--- config.mk ---
export PLATFORM = sky130hd
export DESIGN_NAME = search_engine
export DESIGN_NICKNAME = d
export VERILOG_FILES = /design/src/logic/search_pkg.sv /design/src/logic/search_engine.sv
export SDC_FILE = /design/constraint.sdc
export NUM_CORES = 2
export LEC_CHECK = 0
export BUFFER_PORTS_ARGS = -buffer_cell sky130_fd_sc_hd__buf_2
export CORE_ASPECT_RATIO = 0.5
export CORE_MARGIN = 2
export CORE_UTILIZATION = 30
export CTS_CLUSTER_DIAMETER = 30
export DETAILED_ROUTE_END_ITERATION = 12
export PLACE_DENSITY = 0.54
export SYNTH_ARGS = -nofsm -noshare
export SYNTH_HDL_FRONTEND = slang
export SYNTH_SLANG_ARGS = --single-unit
--- constraint.sdc ---
create_clock -name pclk -period 9.7 [get_ports pclk]
set_input_delay 1.94 -clock pclk [delete_from_list [all_inputs] [get_ports pclk]]
set_output_delay 1.94 -clock pclk [all_outputs]
set_load 0.1 [all_outputs]
--- src/logic/search_pkg.sv ---
//==============================================================
// Purpose: Constants and types for the block pattern search engine.
// Assumes: 512-byte logical blocks; APB register access.
// Notes: Summary of operation is listed below.
//==============================================================
// Summary of operation
// - Rezero returns unit to fixed state.
// - Opcodes 31h/30h/32h select equal/high/low.
// - Unspanned records skip short block tails.
// - Spanned records cross block boundaries.
// - Zero block count searches nothing, no error.
// - Unlinked: condition met or good.
// - Linked match: intermediate condition met.
// - Linked miss: check condition.
// - Relative next address adds match block.
// - Sense key equal or no sense.
// - Valid set, block and offset reported.
// - Miss: no sense, valid cleared.
// - Fourteen-byte big-endian parameter header.
// - Record length counts bytes.
// - Offset skips first block; too large fails.
// - Later blocks scanned from byte zero.
// - Stop on match, record or block limit.
// - Walk descriptors one by one.
// - Descriptor: displacement, length, pattern.
// - Compare from record start plus displacement.
// - All descriptors must hold; first wins.
// - Equal variant with invert.
// - High variant with invert.
// - Low variant with invert.
package search_pkg;
	localparam int BLK_SHIFT = 9;
	localparam logic [32:0] BLK_BYTES = 33'h000000200;
	localparam logic [7:0] OP_REZERO = 8'h01;
	localparam logic [7:0] OP_HIGH = 8'h30;
	localparam logic [7:0] OP_EQUAL = 8'h31;
	localparam logic [7:0] OP_LOW = 8'h32;
	localparam logic [7:0] ST_GOOD = 8'h00;
	localparam logic [7:0] ST_CHECK = 8'h02;
	localparam logic [7:0] ST_MET = 8'h04;
	localparam logic [7:0] ST_IMET = 8'h14;
	localparam logic [3:0] SK_NONE = 4'h0;
	localparam logic [3:0] SK_ILLEGAL = 4'h5;
	localparam logic [3:0] SK_EQUAL = 4'hC;
	localparam logic [7:0] ASC_BAD_PARAM = 8'h26;
	localparam logic [7:0] ASC_BAD_OP = 8'h20;
	localparam int INV_BIT = 4;
	localparam int SPAN_BIT = 1;
	localparam int REL_BIT = 0;
	localparam int LINK_BIT = 0;
	localparam logic [5:0] HDR_RL = 6'h00;
	localparam logic [5:0] HDR_OFF = 6'h04;
	localparam logic [5:0] HDR_NREC = 6'h08;
	localparam logic [5:0] HDR_ALEN = 6'h0C;
	localparam logic [16:0] HDR_BYTES = 17'h0000E;
	localparam logic [16:0] D_PLEN = 17'h00004;
	localparam logic [16:0] D_PAT = 17'h00006;
	localparam logic [7:0] A_CTRL = 8'h00;
	localparam logic [7:0] A_CDB0 = 8'h04;
	localparam logic [7:0] A_CDB1 = 8'h08;
	localparam logic [7:0] A_CDB2 = 8'h0C;
	localparam logic [7:0] A_STAT = 8'h10;
	localparam logic [7:0] A_SENSE = 8'h14;
	localparam logic [7:0] A_INFO = 8'h18;
	localparam logic [7:0] A_CSI = 8'h1C;
	localparam logic [7:0] A_NLBA = 8'h20;
	localparam logic [7:0] A_NCTL = 8'h24;
	localparam logic [7:0] A_ELBA = 8'h28;
	localparam logic [7:0] A_CUR = 8'h2C;
	localparam logic [7:0] A_PARAM = 8'h40;
	localparam logic [31:0] RST_WORD = 32'h00000000;
	typedef struct packed {
		logic [31:0] lba;
		logic [8:0] idx;
	} med_req_t;
	typedef enum logic [1:0] {REL_EQ = 2'b00, REL_GT = 2'b01, REL_LT = 2'b10} rel_t;
	typedef enum logic [2:0] {
		S_IDLE = 3'b000, S_SETUP = 3'b001, S_REC = 3'b011, S_DESC = 3'b010,
		S_FETCH = 3'b110, S_CMPB = 3'b111, S_NEXTD = 3'b101, S_DONE = 3'b100
	} state_t;
endpackage : search_pkg

--- src/logic/search_engine.sv ---
//==============================================================
// Purpose: Rezero and pattern search command engine, APB slave.
// Assumes: Media byte reads answered by med_ack with med_data.
// Notes: CDB and parameter writes are ignored while busy.
//==============================================================
`timescale 1ns/1ps
`default_nettype none
module search_engine (
	input wire logic pclk, // Bus clock, 40 MHz.
	input wire logic presetn, // Asynchronous reset, active low.
	input wire logic psel, // Slave select.
	input wire logic penable, // Access phase.
	input wire logic pwrite, // Write direction.
	input wire logic [7:0] paddr, // Byte address.
	input wire logic [31:0] pwdata, // Write data.
	input wire logic [3:0] pstrb, // Write byte lanes.
	output logic [31:0] prdata, // Read data.
	output logic pready, // Transfer done.
	output logic pslverr, // Unmapped address.
	output logic med_req, // Media byte request.
	output search_pkg::med_req_t med_addr, // Block and byte index.
	input wire logic med_ack, // Media byte valid.
	input wire logic [7:0] med_data // Media byte.
);
	import search_pkg::*;

	//==========================================================
	// Storage and state
	logic [31:0] cdb_q [3];
	logic [7:0] pm_q [64];
	state_t state_q;
	logic pready_q, pslverr_q, busy_q, res_q, start_q, med_req_q;
	logic [31:0] prdata_q, rec_q, cnt_q, disp_q, info_q, csi_q;
	logic [31:0] cur_q, nlba_q;
	logic [16:0] dptr_q;
	logic [15:0] plen_q, bi_q;
	rel_t rel_q;
	logic [7:0] status_q, asc_q;
	logic [3:0] skey_q;
	logic sv_q, relative_address_flag_q;
	med_req_t med_addr_q;

	// Gather a big-endian word from the parameter area.
	function automatic logic [31:0] get32(input logic [5:0] p);
		logic [5:0] i;
		i = p;
		get32 = {pm_q[i], pm_q[i + 6'd1], pm_q[i + 6'd2], pm_q[i + 6'd3]};
	endfunction : get32

	// Whether one descriptor's comparison holds.
	function automatic logic holds(input logic [7:0] op, input logic inv,
			input rel_t r);
		logic h;
		h = (op == OP_EQUAL) ? (r == REL_EQ) :
			(op == OP_HIGH) ? (r == REL_GT) : (r == REL_LT);
		holds = h ^ inv;
	endfunction : holds

	// Register word returned for a read address.
	function automatic logic [31:0] rd_mux(input logic [7:0] a);
		logic [5:0] b;
		b = {a[5:2], 2'b00};
		rd_mux = RST_WORD;
		if (a >= A_PARAM)
			rd_mux = {pm_q[b], pm_q[b + 6'd1], pm_q[b + 6'd2], pm_q[b + 6'd3]};
		else
			unique case (a)
				A_CDB0: rd_mux = cdb_q[0];
				A_CDB1: rd_mux = cdb_q[1];
				A_CDB2: rd_mux = cdb_q[2];
				A_STAT: rd_mux = {23'h0, busy_q, status_q};
				A_SENSE: rd_mux = {sv_q, 15'h0, asc_q, 4'h0, skey_q};
				A_INFO: rd_mux = info_q;
				A_CSI: rd_mux = csi_q;
				A_NLBA: rd_mux = nlba_q;
				A_NCTL: rd_mux = {31'h0, relative_address_flag_q};
				A_ELBA: rd_mux = relative_address_flag_q ? info_q + nlba_q : nlba_q;
				A_CUR: rd_mux = cur_q;
				default: rd_mux = RST_WORD;
			endcase
	endfunction : rd_mux

	//==========================================================
	// Bus decode
	wire acc = psel && penable && pready_q;
	// A write lands only at the completing edge and only on a mapped word,
	// so an unaligned or unmapped address never disturbs a register.
	wire wr = acc && pwrite && mapped;
	wire mapped = (paddr[1:0] == 2'b00) && (paddr <= A_CUR || paddr >= A_PARAM);
	wire wr_cdb = wr && !busy_q && (paddr >= A_CDB0) && (paddr <= A_CDB2);
	wire wr_pm = wr && !busy_q && (paddr >= A_PARAM);
	wire go = wr && !busy_q && (paddr == A_CTRL) && pwdata[0];

	//==========================================================
	// Command and header fields
	wire [7:0] op = cdb_q[0][31:24];
	wire [7:0] b1 = cdb_q[0][23:16];
	wire [31:0] lba = {cdb_q[0][15:0], cdb_q[1][31:16]};
	wire [15:0] nblk = {cdb_q[1][7:0], cdb_q[2][31:24]};
	wire link = cdb_q[2][16 + LINK_BIT];
	wire inv = b1[INV_BIT];
	// Spanned records may cross block ends; unspanned ones skip short tails.
	wire records_span_blocks = b1[SPAN_BIT];
	wire is_srch = (op == OP_EQUAL) || (op == OP_HIGH) || (op == OP_LOW);
	wire [31:0] rl = get32(HDR_RL);
	wire [31:0] fro = get32(HDR_OFF);
	wire [31:0] nrec = get32(HDR_NREC);
	wire [16:0] dend = HDR_BYTES + {1'b0, pm_q[HDR_ALEN], pm_q[HDR_ALEN + 6'd1]};
	wire [32:0] limit = {8'h00, nblk, 9'h000};
	wire [32:0] rec_end = {1'b0, rec_q} + {1'b0, rl};
	wire fit_lim = rec_end <= limit;
	wire fit_blk = ({24'h000000, rec_q[8:0]} + {1'b0, rl}) <= BLK_BYTES;
	wire [31:0] byte_a = rec_q + disp_q + {16'h0000, bi_q};
	wire [7:0] pat = pm_q[6'(dptr_q + D_PAT + {1'b0, bi_q})];
	wire pm_end = dptr_q >= dend;
	wire desc_ok = holds(op, inv, rel_q);

	//==========================================================
	// Bus slave: one wait state, read data sampled in that cycle.
	always_ff @(posedge pclk or negedge presetn) begin
		if (!presetn) begin
			pready_q <= 1'b0;
			pslverr_q <= 1'b0;
			prdata_q <= RST_WORD;
		end else begin
			pready_q <= psel && penable && !pready_q;
			pslverr_q <= psel && penable && !pready_q && !mapped;
			prdata_q <= rd_mux(paddr);
		end
	end

	// Software-written command and link registers.
	always_ff @(posedge pclk or negedge presetn) begin
		if (!presetn) begin
			for (int i = 0; i < 3; i++)
				cdb_q[i] <= RST_WORD;
			nlba_q <= RST_WORD;
			relative_address_flag_q <= 1'b0;
			start_q <= 1'b0;
		end else begin
			start_q <= go;
			if (wr_cdb)
				cdb_q[paddr[3:2] - 2'd1] <= pwdata;
			if (wr && paddr == A_NLBA)
				nlba_q <= pwdata;
			if (wr && paddr == A_NCTL)
				relative_address_flag_q <= pwdata[REL_BIT];
		end
	end

	// Parameter list bytes, most significant lane first.
	always_ff @(posedge pclk) begin
		for (int b = 0; b < 4; b++)
			if (wr_pm && pstrb[3 - b])
				pm_q[{paddr[5:2], 2'(b)}] <= pwdata[8 * (3 - b) +: 8];
	end

	//==========================================================
	// Search engine.
	always_ff @(posedge pclk or negedge presetn) begin
		if (!presetn) begin
			state_q <= S_IDLE;
			busy_q <= 1'b0;
			res_q <= 1'b0;
			rec_q <= RST_WORD;
			cnt_q <= RST_WORD;
			disp_q <= RST_WORD;
			dptr_q <= 17'h00000;
			plen_q <= 16'h0000;
			bi_q <= 16'h0000;
			rel_q <= REL_EQ;
			status_q <= ST_GOOD;
			skey_q <= SK_NONE;
			asc_q <= 8'h00;
			sv_q <= 1'b0;
			info_q <= RST_WORD;
			csi_q <= RST_WORD;
			cur_q <= RST_WORD;
			med_req_q <= 1'b0;
			med_addr_q <= '0;
		end else begin
			unique case (state_q)
				S_IDLE: begin
					if (start_q) begin
						busy_q <= 1'b1;
						state_q <= S_SETUP;
					end
				end
				S_SETUP: begin
					res_q <= 1'b0;
					rec_q <= fro;
					cnt_q <= RST_WORD;
					state_q <= S_DONE;
					asc_q <= 8'h00;
					skey_q <= SK_NONE;
					sv_q <= 1'b0;
					status_q <= ST_GOOD;
					if (op == OP_REZERO)
						cur_q <= RST_WORD;
					else if (!is_srch) begin
						status_q <= ST_CHECK;
						skey_q <= SK_ILLEGAL;
						asc_q <= ASC_BAD_OP;
					end else if (nblk == 16'h0000)
						status_q <= ST_GOOD;
					else if ({1'b0, fro} > BLK_BYTES) begin
						status_q <= ST_CHECK;
						skey_q <= SK_ILLEGAL;
						asc_q <= ASC_BAD_PARAM;
					end else
						state_q <= S_REC;
				end
				S_REC: begin
					dptr_q <= HDR_BYTES;
					if (cnt_q == nrec || !fit_lim)
						state_q <= S_DONE;
					else if (!records_span_blocks && !fit_blk)
						rec_q <= {rec_q[31:9] + 23'd1, 9'h000};
					else
						state_q <= S_DESC;
				end
				S_DESC: begin
					if (pm_end) begin
						res_q <= 1'b1;
						state_q <= S_DONE;
					end else begin
						disp_q <= get32(dptr_q[5:0]);
						plen_q <= {pm_q[6'(dptr_q + D_PLEN)],
							pm_q[6'(dptr_q + D_PLEN + 17'd1)]};
						bi_q <= 16'h0000;
						rel_q <= REL_EQ;
						state_q <= S_FETCH;
					end
				end
				S_FETCH: begin
					if (bi_q == plen_q)
						state_q <= S_NEXTD;
					else begin
						med_req_q <= 1'b1;
						med_addr_q.lba <= lba + {9'h000, byte_a[31:BLK_SHIFT]};
						med_addr_q.idx <= byte_a[8:0];
						state_q <= S_CMPB;
					end
				end
				S_CMPB: begin
					if (med_ack) begin
						med_req_q <= 1'b0;
						state_q <= S_FETCH;
						if (med_data != pat) begin
							rel_q <= (med_data > pat) ? REL_GT : REL_LT;
							bi_q <= plen_q;
						end else
							bi_q <= bi_q + 16'd1;
					end
				end
				S_NEXTD: begin
					if (desc_ok) begin
						dptr_q <= dptr_q + D_PAT + {1'b0, plen_q};
						state_q <= S_DESC;
					end else begin
						rec_q <= rec_end[31:0];
						cnt_q <= cnt_q + 32'd1;
						state_q <= S_REC;
					end
				end
				S_DONE: begin
					busy_q <= 1'b0;
					state_q <= S_IDLE;
					if (is_srch && nblk != 16'h0000 && status_q == ST_GOOD) begin
						sv_q <= res_q;
						if (res_q) begin
							status_q <= link ? ST_IMET : ST_MET;
							skey_q <= (op == OP_EQUAL && !inv) ? SK_EQUAL : SK_NONE;
							info_q <= lba + {9'h000, rec_q[31:BLK_SHIFT]};
							csi_q <= {23'h000000, rec_q[8:0]};
							cur_q <= lba + {9'h000, rec_q[31:BLK_SHIFT]};
						end else begin
							status_q <= link ? ST_CHECK : ST_GOOD;
							skey_q <= SK_NONE;
						end
					end
				end
			endcase
		end
	end

	//==========================================================
	// Outputs straight from flip-flops.
	assign prdata = prdata_q;
	assign pready = pready_q;
	assign pslverr = pslverr_q;
	assign med_req = med_req_q;
	assign med_addr = med_addr_q;

	//==========================================================
	// Checks.
	chk_rezero_done: assert property (@(posedge pclk) disable iff (!presetn)
		(state_q == S_SETUP && op == OP_REZERO) |=> ##1 (status_q == ST_GOOD && !busy_q
		&& cur_q == RST_WORD))
		else $error("rezero did not end good");
	chk_zero_blocks: assert property (@(posedge pclk) disable iff (!presetn)
		(state_q == S_SETUP && is_srch && nblk == 16'h0000) |=> ##1
		(status_q == ST_GOOD && !sv_q && !busy_q))
		else $error("zero block search not good");
	chk_offset_check: assert property (@(posedge pclk) disable iff (!presetn)
		(state_q == S_SETUP && is_srch && nblk != 16'h0000 && {1'b0, fro} > BLK_BYTES)
		|=> ##1 (status_q == ST_CHECK && skey_q == SK_ILLEGAL && asc_q == ASC_BAD_PARAM))
		else $error("oversize offset not rejected");
	chk_unlinked_met: assert property (@(posedge pclk) disable iff (!presetn)
		(state_q == S_DONE && res_q && !link && is_srch) |=> (status_q == ST_MET && sv_q))
		else $error("unlinked match status wrong");
	chk_linked_met: assert property (@(posedge pclk) disable iff (!presetn)
		(state_q == S_DONE && res_q && link && is_srch) |=> (status_q == ST_IMET))
		else $error("linked match status wrong");
	chk_linked_miss: assert property (@(posedge pclk) disable iff (!presetn)
		(state_q == S_DONE && !res_q && link && is_srch && nblk != 16'h0000
		&& status_q == ST_GOOD) |=> (status_q == ST_CHECK && !sv_q && skey_q == SK_NONE))
		else $error("linked miss not check");
	chk_equal_key: assert property (@(posedge pclk) disable iff (!presetn)
		(state_q == S_DONE && res_q && is_srch && status_q == ST_GOOD) |=>
		(skey_q == ((op == OP_EQUAL && !inv) ? SK_EQUAL : SK_NONE)
		&& csi_q[8:0] == $past(rec_q[8:0])))
		else $error("match sense wrong");
	chk_tail_skip: assert property (@(posedge pclk) disable iff (!presetn)
		(state_q == S_REC && cnt_q != nrec && fit_lim && !records_span_blocks && !fit_blk)
		|=> (rec_q[8:0] == 9'h000 && state_q == S_REC))
		else $error("short tail not skipped");
	chk_media_hold: assert property (@(posedge pclk) disable iff (!presetn)
		(med_req_q && !med_ack) |=> (med_req_q && $stable(med_addr_q)))
		else $error("media request dropped");
	// Scan sequencing: where each step of the record walk must lead.
	chk_offset_start: assert property (@(posedge pclk) disable iff (!presetn)
		(state_q == S_SETUP && is_srch && nblk != 16'h0000 && {1'b0, fro} <= BLK_BYTES)
		|=> (state_q == S_REC && rec_q == fro))
		else $error("first record offset not applied");
	chk_record_limit: assert property (@(posedge pclk) disable iff (!presetn)
		(state_q == S_REC && (cnt_q == nrec || !fit_lim)) |=> (state_q == S_DONE))
		else $error("scan ran past its limit");
	chk_span_enter: assert property (@(posedge pclk) disable iff (!presetn)
		(state_q == S_REC && records_span_blocks && cnt_q != nrec && fit_lim)
		|=> (state_q == S_DESC))
		else $error("spanned record not searched");
	chk_all_hold: assert property (@(posedge pclk) disable iff (!presetn)
		(state_q == S_DESC && pm_end) |=> (res_q && state_q == S_DONE))
		else $error("full match not taken");
	chk_miss_advance: assert property (@(posedge pclk) disable iff (!presetn)
		(state_q == S_NEXTD && !desc_ok) |=> (state_q == S_REC
		&& rec_q == $past(rec_q) + $past(rl) && cnt_q == $past(cnt_q) + 32'd1))
		else $error("next record not one length on");
	// Media side: the byte fetched is record start plus displacement plus index.
	chk_fetch_addr: assert property (@(posedge pclk) disable iff (!presetn)
		(state_q == S_FETCH && bi_q != plen_q) |=> (med_req_q
		&& {med_addr_q.lba - lba, med_addr_q.idx} == {9'h000, $past(byte_a)}))
		else $error("media address wrong");
	chk_media_release: assert property (@(posedge pclk) disable iff (!presetn)
		(med_req_q && med_ack) |=> !med_req_q)
		else $error("media request held after answer");
	chk_compare_rank: assert property (@(posedge pclk) disable iff (!presetn)
		(state_q == S_CMPB && med_ack && med_data != pat) |=> (bi_q == plen_q
		&& ((rel_q == REL_GT) == ($past(med_data) > $past(pat)))))
		else $error("byte order not unsigned");
	// Sense results after a completed search.
	chk_match_info: assert property (@(posedge pclk) disable iff (!presetn)
		(state_q == S_DONE && res_q && is_srch && status_q == ST_GOOD)
		|=> (sv_q && info_q == lba + {9'h000, $past(rec_q[31:BLK_SHIFT])}))
		else $error("match block not reported");
	chk_miss_sense: assert property (@(posedge pclk) disable iff (!presetn)
		(state_q == S_DONE && !res_q && is_srch && nblk != 16'h0000
		&& status_q == ST_GOOD) |=> (!sv_q && skey_q == SK_NONE))
		else $error("unmatched search sense wrong");
endmodule : search_engine
`default_nettype wire

==> summary.txt <==
WL per Instance = 37.9 um
worst path arrival time = 8710 ps
vias per inst = 6.58
Max clock buf depth = 3
Fmax = 125 MHz
Initial DRC Count = 9901
cell with the most instances after synthesis = mux4_2
Rel. slew slack = 0.0706
final net count = 5629
Total Wirelength = 328000 um
root buf cell = clkbuf_16
area leader, netlist = mux4_2
Routed Antenna Nets = 0
die area = 242000 um2
Area Growth Syn to Fin = 16.8%
Initial Utilization = 0.302
Synth top cells by count = 1063 x mux4_2, 512 x edfxtp_1, 439 x dfrtp_1
core area = 236000 um2
vias in the first global route = 53.7k
async set-reset flop share out of synthesis = 0.462
crit path from = pm_q[3][6]
layout cell share with drive strength beyond 1 = 0.369
remaining routing DRC violations = 0
Post-Synth Adder-Cell Area = 0.0463
Syn Std Cell Area = 71500 um2
Place WS = 1850 ps
Setup Fix Bufs, Post-CTS = 0
met2 layer usage reported by global route = 0.377
Power Dens Cells = 358 nW/um2
final setup vio count = 0
Critical R2R Capture = rec_q[15]
Syn Nets = 5511
global route overflow = 0
HP Class = flip-flop to flip-flop
1st-pass router iterations = 8
Max-Cap Viols = 0
Final Slew Violations = 0
FF-to-FF path depth = 20
TNS Setup = 0 ps
Post-Synth Simple-Gate Area = 0.0701
Vias = 56.9k
sequential area share after synthesis = 0.369
Worst setup EP type = flip-flop
port buffer count = 133
final non-filler cell area = 83500 um2
XOR/XNOR Fraction of Synth Area = 0.0345
Num CTS Buffers = 201
met3 Use GR = 0.120
Max IR drop VDD = 403 uV
worst-path fanout max = 27
R2R Setup Slk = 1720 ps
GRT busiest layer = met2
Synth Area in Compound Gates = 0.0770
cell count after synthesis = 5202
top cell type's share of synthesized area = 0.335
ys flop type = edfxtp_1
crit path kind = flip-flop to flip-flop
crit share post-route = 0.822
worst r2r src = pm_q[3][6]
post_cts resized = 0
H-tree Lvls = 4
CP endpoint = rec_q[15]
met1 Use GR = 0.334
Worst-path clk slew = 50 ps
fin crit period = 7980 ps
Core Rows = 126
outcome = completed
Setup Skew = 58.1 ps
first-pass GRT wire length = 451000 um
Yosys Warn Count = 0
CTS sink cnt = 951
Unique masters post-synth = 87
I/O pin count = 134
die extent in x = 694 um
GPL Wtd Cong = 0.984
initial antenna violation count = 62
main combinational cell family by area after synthesis = multiplexers
post-synthesis register bit count = 951
Clock Latency Late Sink = 870 ps
Leak = 30.4 nW
Post-synth EDFFs = 512
Synth Area per Inst = 13.7 um2
setup ws final = 1720 ps
cells taking the most area after synthesis = mux4_2 33%, edfxtp_1 22%, dfrtp_1 15%, ha_1 4.0%, mux2_2 3.5%
worst slew pin tran = 1390 ps
Post-DP Area = 76300 um2
Die Y = 349 um
Fin. Hold Viols = 0
dpl hpwl = 234000 um
CTS hold repair buffers = 0
WP data required = 10430 ps
mux share of post-synthesis cell area = 0.378
pin count of the biggest net entering global routing = 145
GRT Util Overall = 0.266
RSZ-0062 raised after global routing = false
TritonCTS clock tree = built
critical path launch point type = flip-flop
## sequential cells by signal, indices dropped and copies added (netlist names), 16 cells and up
register / cells
info_q: 32
dptr_q: 17
bi_q: 16
prdata: 32
cnt_q: 32
cur_q: 32
rec_q: 32
disp_q: 32
cdb_q: 88
nlba_q: 32
pm_q: 512
med_addr: 41
plen_q: 16
## worst min path at each step
stage / from / endpoint / slack, ps / depth (start not counted)
after floorplan: cur_q[23] / cur_q[23] / 440 / 2
after global placement: cur_q[5] / cur_q[5] / 460 / 2
after detailed placement: cur_q[6] / cur_q[6] / 470 / 1
after CTS: pready / pslverr / 470 / 1
after global routing: cur_q[11] / cur_q[11] / 500 / 1
final: pready / pready / 470 / 1
## cell families after synthesis
kind of cell / count (synthesis)
AOI/OAI and AO/OA: 834
xor gates and xnor gates: 282
adders and majority gates: 251
buffers and inverters: 482
DFF: 951
muxes: 1338
and+or+nand+nor: 1064
## per-layer routing
metal | routed length, um | vias to the layer above
met5 | 502 | -
met4 | 23000 | 56
met3 | 50800 | 946
met2 | 137000 | 4727
met1 | 118000 | 29500
li1 | - | 21700
## report_power, final
group	switching [mW]	internal [mW]	leakage, nW
Sequential	0.751	4.62	10.4
Clock	2.63	4.55	3.39
Combinational	10.2	7.08	16.7
## layout by cell type (no fill, tap or decap), types with 102 or more instances in the layout
| cell | netlist | final |
|---|---|---|
| buf_2 | 1 | 130 |
| inv_1 | 108 | 108 |
| xnor2_1 | 169 | 160 |
| edfxtp_1 | 512 | 512 |
| xor2_1 | 113 | 105 |
| a21oi_1 | 214 | 214 |
| mux4_2 | 1063 | 1063 |
| nand2_1 | 320 | 319 |
| dfrtp_1 | 439 | 436 |
| ha_1 | 228 | 224 |
| nor2_1 | 299 | 255 |
| nand3_1 | 102 | 102 |
| o21ai_0 | 194 | 193 |
| clkbuf_16 | 0 | 203 |
| buf_4 | 1 | 148 |
| mux2_2 | 220 | 220 |
## critical path, stage by stage (launching register included)
cell       delay (ps)
edfxtp_1          570
ha_1              420
a2111oi_0         480
o21ai_1           180
a221oi_2          890
o21ai_1           300
a211oi_2          300
nor2_1            110
xnor2_1           160
ha_1              300
nand4_1           100
nor2_1            180
nand2_1            90
or3_1             390
o41ai_2           420
o2111ai_1         230
or4_1             490
or4b_1            600
o21ai_4           970
buf_4             330
mux2_1            330
## cell type report
type                    instances  area [um2]
diodes                         22        55.1
multi-input cells            3769       43700
flip-flops and latches        951       26400
clock buffers                 229        5280
inverters                     110         413
well taps                    3136        3920
repair buffers                287        1920
fillers                     22800      153000
clock inverters               153        1830
## stage by stage
step / util / cells / hold slack [ps] / power [mW]
after detailed placement: 0.323 / 8253 / 467 / 22.2
final: 0.353 / 8657 / 472 / 29.9
after global routing: 0.353 / 8640 / 499 / 30.7
after floorplan: - / 5202 / 445 / 16.2
after global placement: 0.323 / 8253 / 459 / 22.1
after CTS: 0.353 / 8635 / 473 / 29.4
Power figures use the tool's default switching activity.
